<file path="src/hw/bcc_params.svh">
// Constants for the battery charge control block
`ifndef BCC_PARAMS_SVH
`define BCC_PARAMS_SVH
`define BCC_CLK_MHZ     40
`define BCC_T_LOWV_US   25000
`define BCC_T_RCH_US    62500
`define BCC_T_DET_US    250000
`define BCC_LOWV_CYC    (`BCC_T_LOWV_US * `BCC_CLK_MHZ)
`define BCC_RCH_CYC     (`BCC_T_RCH_US * `BCC_CLK_MHZ)
`define BCC_DET_CYC     (`BCC_T_DET_US * `BCC_CLK_MHZ)
`define BCC_A_CTRL      8'h00
`define BCC_A_STAT      8'h04
`define BCC_A_IRQ       8'h08
`define BCC_A_MASK      8'h0C
`define BCC_A_TIMER     8'h10
`define BCC_CTRL_RST    16'h0080
`define BCC_CTRL_EN     0
`define BCC_CTRL_PRE    1
`define BCC_CTRL_TERM   3
`define BCC_CTRL_SCALE  5
`define BCC_CTRL_ILIM   7
`define BCC_EV_DONE     0
`define BCC_EV_REMOVED  1
`define BCC_EV_INSERTED 2
`define BCC_EV_START    3
`endif

</file>
<file path="src/hw/bcc_pkg.sv">
// Types shared by the battery charge control modules
package bcc_pkg;
    typedef enum logic [8:0] {
        ST_IDLE = 9'h001, ST_SC = 9'h002, ST_PRE = 9'h004,
        ST_FAST = 9'h008, ST_CV = 9'h010, ST_DONE = 9'h020,
        ST_DET = 9'h040, ST_INS = 9'h080, ST_FULL = 9'h100
    } bcc_state_e;

    typedef struct packed {
        bcc_state_e  st;
        logic [23:0] win;
        logic        flag;
        logic [4:0]  acc;
        logic [15:0] tmr;
        logic [3:0]  evt;
        logic        sc_src;
        logic        q2_src;
        logic        sink;
        logic        chg_on;
        logic        cv;
        logic        reduce;
        logic [4:0]  cur;
        logic [4:0]  term;
    } bcc_core_s;

    typedef struct packed {
        logic [15:0] ctrl;
        logic [3:0]  irq;
        logic [3:0]  mask;
        logic [15:0] rdata;
        logic        irq_out;
    } bcc_reg_s;

    typedef struct packed {
        logic [23:0] cnt;
        logic        stable;
    } bcc_dg_s;
endpackage

</file>
<file path="src/hw/bcc_ctl_if.sv">
// Control fields and status passed between core and register file
`timescale 1ns/100ps
interface bcc_ctl_if;
    logic        en;
    logic [1:0]  pre_sel;
    logic [1:0]  term_sel;
    logic [1:0]  scale;
    logic        ilim_500;
    logic [3:0]  evt;
    logic [15:0] stat;
    logic [15:0] timer;
    modport regs (output en, pre_sel, term_sel, scale, ilim_500,
                  input evt, stat, timer);
    modport core (input en, pre_sel, term_sel, scale, ilim_500,
                  output evt, stat, timer);
endinterface

</file>
<file path="src/hw/bcc_deglitch.sv">
// Level deglitch filter: output follows input after it holds for CYC cycles
`timescale 1ns/100ps
module bcc_deglitch #(
    parameter int CYC = 1000
) (
    // Clock and reset
    input  wire logic ref_clk,
    input  wire logic rst_n,
    // Level
    input  wire logic raw,
    output logic      stable
);
    bcc_pkg::bcc_dg_s s;
    bcc_pkg::bcc_dg_s n;

    always_comb
    begin
        n = s;
        if (raw == s.stable)
        begin
            n.cnt = '0;
        end
        else if (s.cnt == 24'(CYC - 1))
        begin
            n.cnt    = '0;
            n.stable = raw;
        end
        else
        begin
            n.cnt = s.cnt + 24'd1;
        end
    end

    always_ff @(posedge ref_clk or negedge rst_n)
    begin
        if (!rst_n)
            s <= '0;
        else
            s <= n;
    end

    assign stable = s.stable;
endmodule // bcc_deglitch

</file>
<file path="src/hw/bcc_regs.sv">
// Register file with sticky interrupt status and mask
`timescale 1ns/100ps
`include "bcc_params.svh"
module bcc_regs (
    // Clock and reset
    input  wire logic  ref_clk,
    input  wire logic  rst_n,
    // Register port
    input  wire logic [7:0]  reg_addr,
    input  wire logic [15:0] reg_wdata,
    input  wire logic        reg_wr,
    input  wire logic        reg_rd,
    output logic [15:0]      reg_rdata,
    output logic             irq,
    // Core side
    bcc_ctl_if.regs          ctl
);
    bcc_pkg::bcc_reg_s s;
    bcc_pkg::bcc_reg_s n;
    logic [3:0]        clr;

    always_comb
    begin
        n       = s;
        clr     = '0;
        n.rdata = '0;
        if (reg_wr && reg_addr == `BCC_A_CTRL)
            n.ctrl = {8'h00, reg_wdata[7:0]};
        if (reg_wr && reg_addr == `BCC_A_MASK)
            n.mask = reg_wdata[3:0];
        if (reg_wr && reg_addr == `BCC_A_IRQ)
            clr = reg_wdata[3:0];
        // A new event in the clearing cycle stays set
        n.irq = (s.irq & ~clr) | ctl.evt;
        if (reg_rd)
        begin
            case (reg_addr)
                `BCC_A_CTRL:  n.rdata = s.ctrl;
                `BCC_A_STAT:  n.rdata = ctl.stat;
                `BCC_A_IRQ:   n.rdata = {12'h000, s.irq};
                `BCC_A_MASK:  n.rdata = {12'h000, s.mask};
                `BCC_A_TIMER: n.rdata = ctl.timer;
                default:      n.rdata = '0;
            endcase
        end
        n.irq_out = |(n.irq & n.mask);
    end

    always_ff @(posedge ref_clk or negedge rst_n)
    begin
        if (!rst_n)
        begin
            s      <= '0;
            s.ctrl <= `BCC_CTRL_RST;
        end
        else
            s <= n;
    end

    assign reg_rdata    = s.rdata;
    assign irq          = s.irq_out;
    assign ctl.en       = s.ctrl[`BCC_CTRL_EN];
    assign ctl.pre_sel  = s.ctrl[`BCC_CTRL_PRE +: 2];
    assign ctl.term_sel = s.ctrl[`BCC_CTRL_TERM +: 2];
    assign ctl.scale    = s.ctrl[`BCC_CTRL_SCALE +: 2];
    assign ctl.ilim_500 = s.ctrl[`BCC_CTRL_ILIM];
endmodule // bcc_regs

</file>
<file path="src/hw/bcc_charge_ctrl.sv">
// Charge sequencer with battery detection, current selection and timer
//
// Design decisions made here: the register offsets and the plain strobed port.
`timescale 1ns/100ps
`include "bcc_params.svh"
module bcc_charge_ctrl #(
    parameter int LOWV_CYC = `BCC_LOWV_CYC,
    parameter int RCH_CYC  = `BCC_RCH_CYC,
    parameter int DET_CYC  = `BCC_DET_CYC
) (
    // Clock and reset
    input  wire logic        ref_clk,
    input  wire logic        rst_n,
    // Register port
    input  wire logic [7:0]  reg_addr,
    input  wire logic [15:0] reg_wdata,
    input  wire logic        reg_wr,
    input  wire logic        reg_rd,
    output logic [15:0]      reg_rdata,
    output logic             irq,
    // Analog comparators and loop status
    input  wire logic        vbat_gt_sc,
    input  wire logic        vbat_gt_lowv,
    input  wire logic        vbat_ge_reg,
    input  wire logic        vbat_lt_rch,
    input  wire logic        ibat_lt_term,
    input  wire logic        tj_hot,
    input  wire logic        load_priority_mode,
    input  wire logic        low_input_loop,
    input  wire logic [4:0]  chg_ratio,
    // Current source and switch controls
    output logic             sc_test_src,
    output logic             battery_path_switch,
    output logic             detect_sink_current,
    output logic             charge_on,
    output logic             cv_hold,
    output logic             cur_reduce,
    output logic [4:0]       cur_code,
    output logic [4:0]       term_code,
    output logic             ilim_500,
    output logic             charging_flag
);
    bcc_pkg::bcc_core_s s;
    bcc_pkg::bcc_core_s n;
    logic [4:0]         fast_lvl;
    logic [4:0]         pre_lvl;
    logic [4:0]         term_lvl;
    logic [5:0]         acc_sum;
    logic               win_end;
    logic               lowv_dg;
    logic               rch_dg;
    logic               loops;

    bcc_ctl_if ctl ();

    bcc_regs u_regs (
        .ref_clk   (ref_clk),
        .rst_n     (rst_n),
        .reg_addr  (reg_addr),
        .reg_wdata (reg_wdata),
        .reg_wr    (reg_wr),
        .reg_rd    (reg_rd),
        .reg_rdata (reg_rdata),
        .irq       (irq),
        .ctl       (ctl.regs)
    );

    // Filters both directions of the pre-charge/fast crossing
    bcc_deglitch #(.CYC(LOWV_CYC)) u_dg_lowv (
        .ref_clk (ref_clk),
        .rst_n   (rst_n),
        .raw     (vbat_gt_lowv),
        .stable  (lowv_dg)
    );

    bcc_deglitch #(.CYC(RCH_CYC)) u_dg_rch (
        .ref_clk (ref_clk),
        .rst_n   (rst_n),
        .raw     (vbat_lt_rch),
        .stable  (rch_dg)
    );

    // Levels in sixteenths of the resistor-set current
    assign fast_lvl = {1'b0, ctl.scale, 2'b00} + 5'd4;
    assign pre_lvl  = fast_lvl >> (3'd4 - {1'b0, ctl.pre_sel});
    assign term_lvl = fast_lvl >> (3'd4 - {1'b0, ctl.term_sel});
    assign loops    = tj_hot | load_priority_mode | low_input_loop;
    assign win_end  = (s.win == 24'(DET_CYC - 1));
    assign acc_sum  = {1'b0, s.acc} + {1'b0, chg_ratio};

    always_comb
    begin
        n       = s;
        n.evt   = '0;
        n.win   = s.win + 24'd1;
        case (s.st)
            bcc_pkg::ST_IDLE:
            begin
                if (ctl.en)
                begin
                    n.st                = bcc_pkg::ST_SC;
                    n.flag              = 1'b1;
                    n.tmr               = '0;
                    n.acc               = '0;
                    n.evt[`BCC_EV_START] = 1'b1;
                end
            end
            bcc_pkg::ST_SC:
            begin
                if (vbat_gt_sc)
                    n.st = bcc_pkg::ST_PRE;
            end
            bcc_pkg::ST_PRE:
            begin
                if (lowv_dg)
                    n.st = bcc_pkg::ST_FAST;
            end
            bcc_pkg::ST_FAST:
            begin
                if (!lowv_dg)
                    n.st = bcc_pkg::ST_PRE;
                else if (vbat_ge_reg)
                    n.st = bcc_pkg::ST_CV;
            end
            bcc_pkg::ST_CV:
            begin
                // Current below threshold means nothing while a loop throttles it
                if (ibat_lt_term && !loops)
                begin
                    n.st                = bcc_pkg::ST_DONE;
                    n.flag              = 1'b0;
                    n.evt[`BCC_EV_DONE] = 1'b1;
                end
            end
            bcc_pkg::ST_DONE:
            begin
                if (rch_dg)
                    n.st = bcc_pkg::ST_DET;
            end
            bcc_pkg::ST_DET:
            begin
                if (!vbat_gt_lowv)
                begin
                    n.st                   = bcc_pkg::ST_INS;
                    n.evt[`BCC_EV_REMOVED] = 1'b1;
                end
                else if (win_end)
                begin
                    // Top-off cycle keeps the charging flag low
                    if (ctl.en)
                    begin
                        n.st  = bcc_pkg::ST_PRE;
                        n.tmr = '0;
                        n.acc = '0;
                    end
                    else
                        n.st = bcc_pkg::ST_DONE;
                end
            end
            bcc_pkg::ST_INS:
            begin
                if (win_end)
                begin
                    if (vbat_lt_rch)
                    begin
                        n.st                    = bcc_pkg::ST_IDLE;
                        n.evt[`BCC_EV_INSERTED] = 1'b1;
                    end
                    else
                        n.st = bcc_pkg::ST_FULL;
                end
            end
            bcc_pkg::ST_FULL:
            begin
                if (!vbat_gt_lowv)
                    n.st = bcc_pkg::ST_INS;
                else if (win_end)
                    n.st = bcc_pkg::ST_DONE;
            end
            default:
            begin
                n.st   = bcc_pkg::ST_IDLE;
                n.flag = 1'b0;
            end
        endcase
        if (!ctl.en && (s.st inside {bcc_pkg::ST_SC, bcc_pkg::ST_PRE,
                                     bcc_pkg::ST_FAST, bcc_pkg::ST_CV}))
        begin
            n.st   = bcc_pkg::ST_IDLE;
            n.flag = 1'b0;
        end
        if (n.st != s.st)
            n.win = '0;
        // Timer advances at the ratio of actual to set current
        if (s.st inside {bcc_pkg::ST_PRE, bcc_pkg::ST_FAST})
        begin
            if (acc_sum >= 6'h10)
            begin
                n.acc = 5'(acc_sum - 6'h10);
                n.tmr = s.tmr + 16'h0001;
            end
            else
                n.acc = acc_sum[4:0];
        end
        n.sc_src = (n.st == bcc_pkg::ST_SC);
        n.q2_src = (n.st == bcc_pkg::ST_INS);
        n.sink   = (n.st inside {bcc_pkg::ST_DET, bcc_pkg::ST_FULL});
        n.chg_on = (n.st inside {bcc_pkg::ST_PRE, bcc_pkg::ST_FAST, bcc_pkg::ST_CV});
        n.cv     = (n.st == bcc_pkg::ST_CV);
        n.reduce = loops;
        n.term   = term_lvl;
        if (n.st == bcc_pkg::ST_PRE)
            n.cur = loops ? (pre_lvl >> 1) : pre_lvl;
        else if (n.chg_on)
            n.cur = fast_lvl;
        else
            n.cur = '0;
    end

    always_ff @(posedge ref_clk or negedge rst_n)
    begin
        if (!rst_n)
        begin
            s    <= '0;
            s.st <= bcc_pkg::ST_IDLE;
        end
        else
            s <= n;
    end

    assign ctl.evt   = s.evt;
    assign ctl.stat  = {6'h00, s.flag, s.st};
    assign ctl.timer = s.tmr;

    assign sc_test_src         = s.sc_src;
    assign battery_path_switch = s.q2_src;
    assign detect_sink_current = s.sink;
    assign charge_on           = s.chg_on;
    assign cv_hold             = s.cv;
    assign cur_reduce          = s.reduce;
    assign cur_code            = s.cur;
    assign term_code           = s.term;
    assign ilim_500            = ctl.ilim_500;
    assign charging_flag       = s.flag;
endmodule // bcc_charge_ctrl

</file>
<file path="config.mk">
export PLATFORM = sky130hd
export DESIGN_NAME = bcc_charge_ctrl
export DESIGN_NICKNAME = d
export VERILOG_FILES = /design/src/hw/bcc_pkg.sv /design/src/hw/bcc_ctl_if.sv /design/src/hw/bcc_deglitch.sv /design/src/hw/bcc_regs.sv /design/src/hw/bcc_charge_ctrl.sv
export VERILOG_INCLUDE_DIRS = /design/src /design/src/hw
export SDC_FILE = /design/constraint.sdc
export NUM_CORES = 1
export LEC_CHECK = 0
export ABC_CLOCK_PERIOD_IN_PS = 7500
export BUFFER_PORTS_ARGS = -buffer_cell sky130_fd_sc_hd__buf_2
export CELL_PAD_IN_SITES_DETAIL_PLACEMENT = 0
export CELL_PAD_IN_SITES_GLOBAL_PLACEMENT = 1
export CORE_MARGIN = 2
export CORE_UTILIZATION = 30
export DETAILED_ROUTE_END_ITERATION = 12
export GPL_ROUTABILITY_DRIVEN = 0
export PLACE_DENSITY = 0.61
export SYNTH_ARGS = -nofsm -noshare
export SYNTH_HDL_FRONTEND = slang
export SYNTH_SLANG_ARGS = --single-unit
</file>
<file path="constraint.sdc">
create_clock -name ref_clk -period 7.5 [get_ports ref_clk]
set_input_delay 0.75 -clock ref_clk [delete_from_list [all_inputs] [get_ports ref_clk]]
set_output_delay 0.75 -clock ref_clk [all_outputs]
set_load 0.005 [all_outputs]
</file>
==> impl_results.md, run 1 <==
* Post-synth EDFFs at 0
* Peak VDD IR at 0.143 mV
* Number of I/O pins at 76
* Critical-path top delay cell: dfrtp_1
* DP HPWL at 14.1 mm
* GRT Resource Usage Total at 14.3%
* Reg-to-Reg End: s[65]
* Final WL at 20.0 mm
* Synth top area share at between 40% and 50%
* P&R area growth vs syn at 12.8%
* FF/Latch Area at 0.00396 mm2
* Placed Cells at 1269
* Worst stage delay on the critical path at 850 ps
* CP Launch Type: flop
* R2r setup slk at about 4000 ps
* First-pass GRT wire length at between 30 and 40 mm
* Synthesized-area fraction occupied by adder cells at between 2 and 2.5%
* FFs w/ async S/R, synth at 100%
* Synth area leader: dfrtp_1
* XOR/XNOR share of the synthesized area at 7.72%
* Vias in the first global route at approximately 6400
* Fraction of layout cells with a size suffix above 1 at 16.3%
* Pwr dens at 223 mW/mm2
* H-tree levels at 4
* Worst slew pin tran at 1080 ps
* Non-filler instance count after layout at around 1300
* Mapped Area at 0.00840 mm2
* Post-layout utilization of the core at 34.2%
* Total power at 2.11 mW
* Slew headroom at 27.8%
* CTS Hold Bufs at 0
* Drt first pass iters at 7
* CTS tree: done
* Met3 usage at 2.81%
* Met2 usage at 22.2%
* Clk slew on worst S/H paths at 70 ps
* Most used routing layer: met2
* CP Data Arrival Time at 3820 ps
* Clock Sinks at 158
* Ys flop type: dfrtp_1
* Mapped Nets at 935
* Final setup viols at 0
* Flops & latches, synth at about 160
* Post-synthesis cell type count at 68
* CP cell instances: or4_1 -> nor2_1 -> o31a_1 -> o21ai_1 -> o21ai_0 -> o21a_1 -> o2111ai_2 -> buf_4 -> nor2_1
* PortBufs at 67
* Multiplexer share of the synthesized area at 2.88%
* Complex-gate fraction of the synthesized area at 11.0%
* Per-cell routed wire length at 15.4 um
* Worst r2r src: ctl.stat[2]
* Syn Area/Cell at about 9.5 um2
* Fin nets at 964
* Sum of negative setup slack at 0 ps
* Remaining global-route overflow at 0
* Final Skew at 9.10 ps
* Max Cap Violations at 0
* Largest net degree at the start of global routing at 95
* Seq/Total Area, Yosys at 47.1%
* Hold Vio Cnt, Final at 0
* Clock latency on the worst-skew pair at 420 ps
* Num CTS Buffers at 17
* Fin crit share at a little under half
* Leak Pwr at 4.22 nW
* Placeable Area at 0.0277 mm2
* # Post-CTS Setup Buffers at 0
* Fill cell count at 2899
* Crit Path Class: reg2reg
* Crit Path Max Fanout at 22
* Die Span Y at approximately 170 um
* First DRT Iteration DRCs at slightly above 500
* Worst min path class: in2async
* Residual DRC at 0
* Run status: complete, no violations
* Synth warnings at 0
* Total vias in the final route at 6379
* Required time of the critical path at 7800 ps
* Post-layout min period at about 3500 ps
* Root Driver: clkbuf_16
* Post-CTS sizing at 0
* Largest family of logic cells by synthesized area: simple AND/OR/NAND/NOR gates
* Full die area at 0.0294 mm2
* Die span in x at around 170 um
* Final ANT Viol Nets at 0
* Most frequent CP cell: nor2_1
* Core Rows at 61
* Initial core utilization at 30.3%
* CP Capture Type: flop
* Path depth of the worst reg2reg path at 9
* Mapped Cells at 881
* Met1 usage at 20.1%
* Fmax achieved at 284 MHz
* Area taken by multi-input logic gates at 0.00402 mm2
* Post-Synth Simple-Gate Area at about 24%
* Fin. max-slew vios at 0
* Maximum root-to-sink buffer count at 2
* Synth area leaders: dfrtp_1 46%, xor2_1 4.9%, nor2_1 4.8%
* Vias per Instance at 4.90
* Setup repair after global routing missed its margin: false
* Initial antenna violation count at 2
## Yosys cell counts, types with 4 or more instances
library cell	instances
o21ai_1	4
clkbuf_1	22
a211oi_1	4
xor2_1	47
and2_1	15
a21oi_1	24
and3_1	30
inv_1	20
nor2b_1	13
o211ai_1	5
a31oi_1	7
o21ai_0	26
nor4b_1	8
nor2_2	20
nor2_1	108
a222oi_1	8
dfrtp_1	156
nor4_1	9
buf_4	26
a22o_1	5
buf_1	6
o31ai_1	4
or4_1	5
or3_1	12
or2_2	4
ha_1	12
mux2_2	17
nand3_1	44
xnor2_1	27
mux2i_1	5
nand2_1	76
nor3_1	29
a21o_1	7
nand4_1	19
## routing by layer
layer  part of all wire [%]  vias up
met2                     45      119
met3                    4.1       18
met1                     50     3089
li1                       -     3153
met4                    1.6        0
met5                      0        -
## flip-flops by register name (all words and copies together) (netlist names), 4 cells and up
register,count
u_regs.reg_rdata,16
u_dg_rch.s,24
cur_code,5
u_dg_lowv.s,24
term_code,5
ctl.timer,16
s,29
u_regs.s,8
ctl.evt,4
ctl.stat,9
## worst max-delay path by stage
stage	start	end	depth (start not counted)
CTS	ctl.stat[8]	s[58]	8
floorplan	chg_ratio[0]	ctl.timer[11]	11
global placement	ctl.stat[7]	s[65]	8
finish	ctl.stat[2]	s[65]	9
global route	ctl.stat[2]	s[65]	9
detailed placement	ctl.stat[2]	s[65]	9
## cells by family (layout without fill, tap and decap cells)
group,count (synthesis),in the layout
buf+inv,81,123
fa+ha+maj,13,13
mux,22,22
flops,158,158
other cells,0,2
compound gates,129,129
xor+xnor,74,74
simple gates,404,404
## cell usage in the layout (no fill, tap or decap), types with 9 or more instances in the layout
cell type and n:
nor2_1 108, clkbuf_16 17, mux2_2 17, nor3_1 29, xnor2_1 27, nand3_1 44, nand2_1 76, nor4_1 9
xor2_1 47, dfrtp_1 156, nor2b_1 13, inv_1 20, or3_1 12, and3_1 30, o21ai_0 26, buf_2 66
and2_1 15, a21oi_1 24, nand4_1 19, nor2_2 20, ha_1 12
## stage by stage
stage	cell area (um2)	worst slack [ps]	hold slack, ps
finish	9470	3980	382
global route	9470	3670	468
CTS	9470	3970	443
detailed placement	8890	3980	443
global placement	8890	3970	437
floorplan	8400	4530	423
## power by group
group          internal, mW  switching, mW
logic                 0.116          0.182
registers             0.899         0.0515
clock network         0.484          0.377
## worst max-delay path: cells and delay by family, from the launching register on
| kind | cells | cell delay (ps) |
|---|---|---|
| and+or+nand+nor | 3 | 490 |
| DFF | 1 | 850 |
| buffers and inverters | 1 | 350 |
| AOI/OAI and AO/OA | 5 | 1690 |
## layout make-up
cell class | instances | area share, %
Antenna cell | 2 | 0.0528
Clock buffer | 20 | 4.82
Clock inverter | 12 | 1.32
Inverter | 21 | 0.832
Multi-Input combinational cell | 642 | 42.4
Sequential cell | 158 | 41.8
Tap cell | 378 | 4.99
Timing Repair Buffer | 70 | 3.84
No activity file was read; power rests on OpenSTA's default activity.
==> run 2, diff against run 1 <==
ABC_CLOCK_PERIOD_IN_PS = 3310   (was 7500)
clock period = 3.31 ns   (was 7.5 ns; I/O delays follow)
==> impl_results.md, run 2 (synthesis results as in run 1) <==
* Drt first pass iters at 5
* Pwr dens at 497 mW/mm2
* Clock Sinks at 158
* Per-cell routed wire length at 15.4 um
* Sum of negative setup slack at 0 ps
* CTS tree: done
* Commonest non-fill, non-tap cells in the layout: 156 x dfrtp_1, 108 x nor2_1, 76 x nand2_1
* Vias per Instance at approximately 4.9
* CP Capture Type: flop
* Final setup viols at 0
* Placeable Area at 0.0277 mm2
* P&R area growth vs syn at 15.7%
* Worst slew pin tran at 815 ps
* Initial antenna violation count at 1
* Full die area at 0.0294 mm2
* Fill cell count at 2825
* Final ANT Viol Nets at 0
* Fmax achieved at between 300 and 400 MHz
* Initial core utilization at 30.3%
* Root Driver: clkbuf_16
* H-tree levels at 4
* Total vias in the final route at 6476
* Worst min path class: in2reg
* Final WL at between 20 and 25 mm
* Fin crit share at between 80% and 90%
* Top reg by flops: s
* Crit Path Class: reg2reg
* CP Launch Type: flop
* Peak VDD IR at 0.352 mV
* Non-filler instance count after layout at approximately 1300
* Setup repair after global routing missed its margin: false
* Die Span Y at 171 um
* Residual DRC at 0
* Largest regs: s x29, u_dg_lowv.s x24, u_dg_rch.s x24
* Number of I/O pins at 76
* Worst r2r src: ctl.stat[8]
* Leak Pwr at between 4 and 5 nW
* Path depth of the worst reg2reg path at 8
* Setup WS post-layout at 334 ps
* Post-CTS sizing at 0
* Run status: complete, no violations
* DP HPWL at 14.7 mm
* Final Skew at 14.4 ps
* Vias in the first global route at between 6000 and 7000
* Num CTS Buffers at 17
* Clk slew on worst S/H paths at approximately 70 ps
* First-pass GRT wire length at 34.1 mm
* Reg-to-Reg End: s[65]
* Largest register FFs at 29
* Min-delay src: reg_wdata[7]
* Most common cell after layout, fill and taps aside: dfrtp_1
* First DRT Iteration DRCs at 450
* Fin. max-slew vios at 0
* Crit Path Max Fanout at 22
* Remaining global-route overflow at 0
* GRT Resource Usage Total at between 10% and 20%
* Required time of the critical path at 3660 ps
* Total power at around 4.8 mW
* CTS Hold Bufs at 1
* Clock latency on the worst-skew pair at 430 ps
* Slew headroom at 45.5%
* Hold endpoint: u_regs.ctl.ilim_500
* # Post-CTS Setup Buffers at 0
* Fin nets at 993
* Post-layout utilization of the core at 35.1%
* Fraction of layout cells with a size suffix above 1 at 18.7%
* WHS Path Cells at 2
* PortBufs at 67
* Dpl ws at 327 ps
* Maximum root-to-sink buffer count at 2
* Largest net degree at the start of global routing at 56
* Post-layout min period at a little under 3000 ps
* Placed Cells at 1297
* CP Data Arrival Time at 3320 ps
* R2r setup slk at between 300 and 400 ps
* Core Rows at around 60
* Die span in x at 171 um
* Max Cap Violations at 0
* Hold Vio Cnt, Final at 0
[run 2: per-stage QoR]
stage	hold WS, ps	instance area (um2)
after floorplan	35.4	8400
after global placement	336	9120
after detailed placement	330	9120
after CTS	114	9710
after global routing	115	9710
final	134	9710
[run 2: routing by layer]
layer | track usage [%] | vias up | wire length, um
li1 | - | 3211 | -
met5 | 0 | - | 0
met3 | 3.24 | 22 | 970
met4 | 3.57 | 0 | 275
met1 | 20.6 | 3107 | 10100
met2 | 22.9 | 136 | 9170
[run 2: cell type report]
type	instances	area [um2]	area share, %
multi-input cells	642	4020	41.3
flip-flops and latches	158	3960	40.7
repair buffers	99	609	6.27
well taps	378	473	4.87
clock buffers	17	425	4.38
clock inverters	14	154	1.58
inverters	21	78.8	0.811
diodes	1	2.50	0.0258
[run 2: worst max-delay path by stage]
stage	from	to	depth (start not counted)
6_report	ctl.stat[8]	s[65]	8
5_1_grt	ctl.stat[3]	s[65]	10
4_1_cts	ctl.stat[8]	s[65]	8
3_5_place_dp	ctl.stat[8]	s[65]	8
3_3_place_gp	ctl.stat[8]	s[63]	8
2_1_floorplan	ctl.stat[7]	s[49]	10
[run 2: power breakdown]
group	internal [mW]	total, mW	leakage [nW]	switching [mW]
Sequential	2.04	2.15	2.17	0.112
Combinational	0.306	0.738	1.94	0.432
Clock	1.06	1.95	0.283	0.882
[run 2: critical path: stages, from the launching register on]
cell and delay, ps:
dfrtp_1 370, or4_1 710, or4_4 650, o21ai_2 140, o2111ai_1 200, a2111oi_4 280, o2111ai_2 190, buf_12 210
nor2_1 130
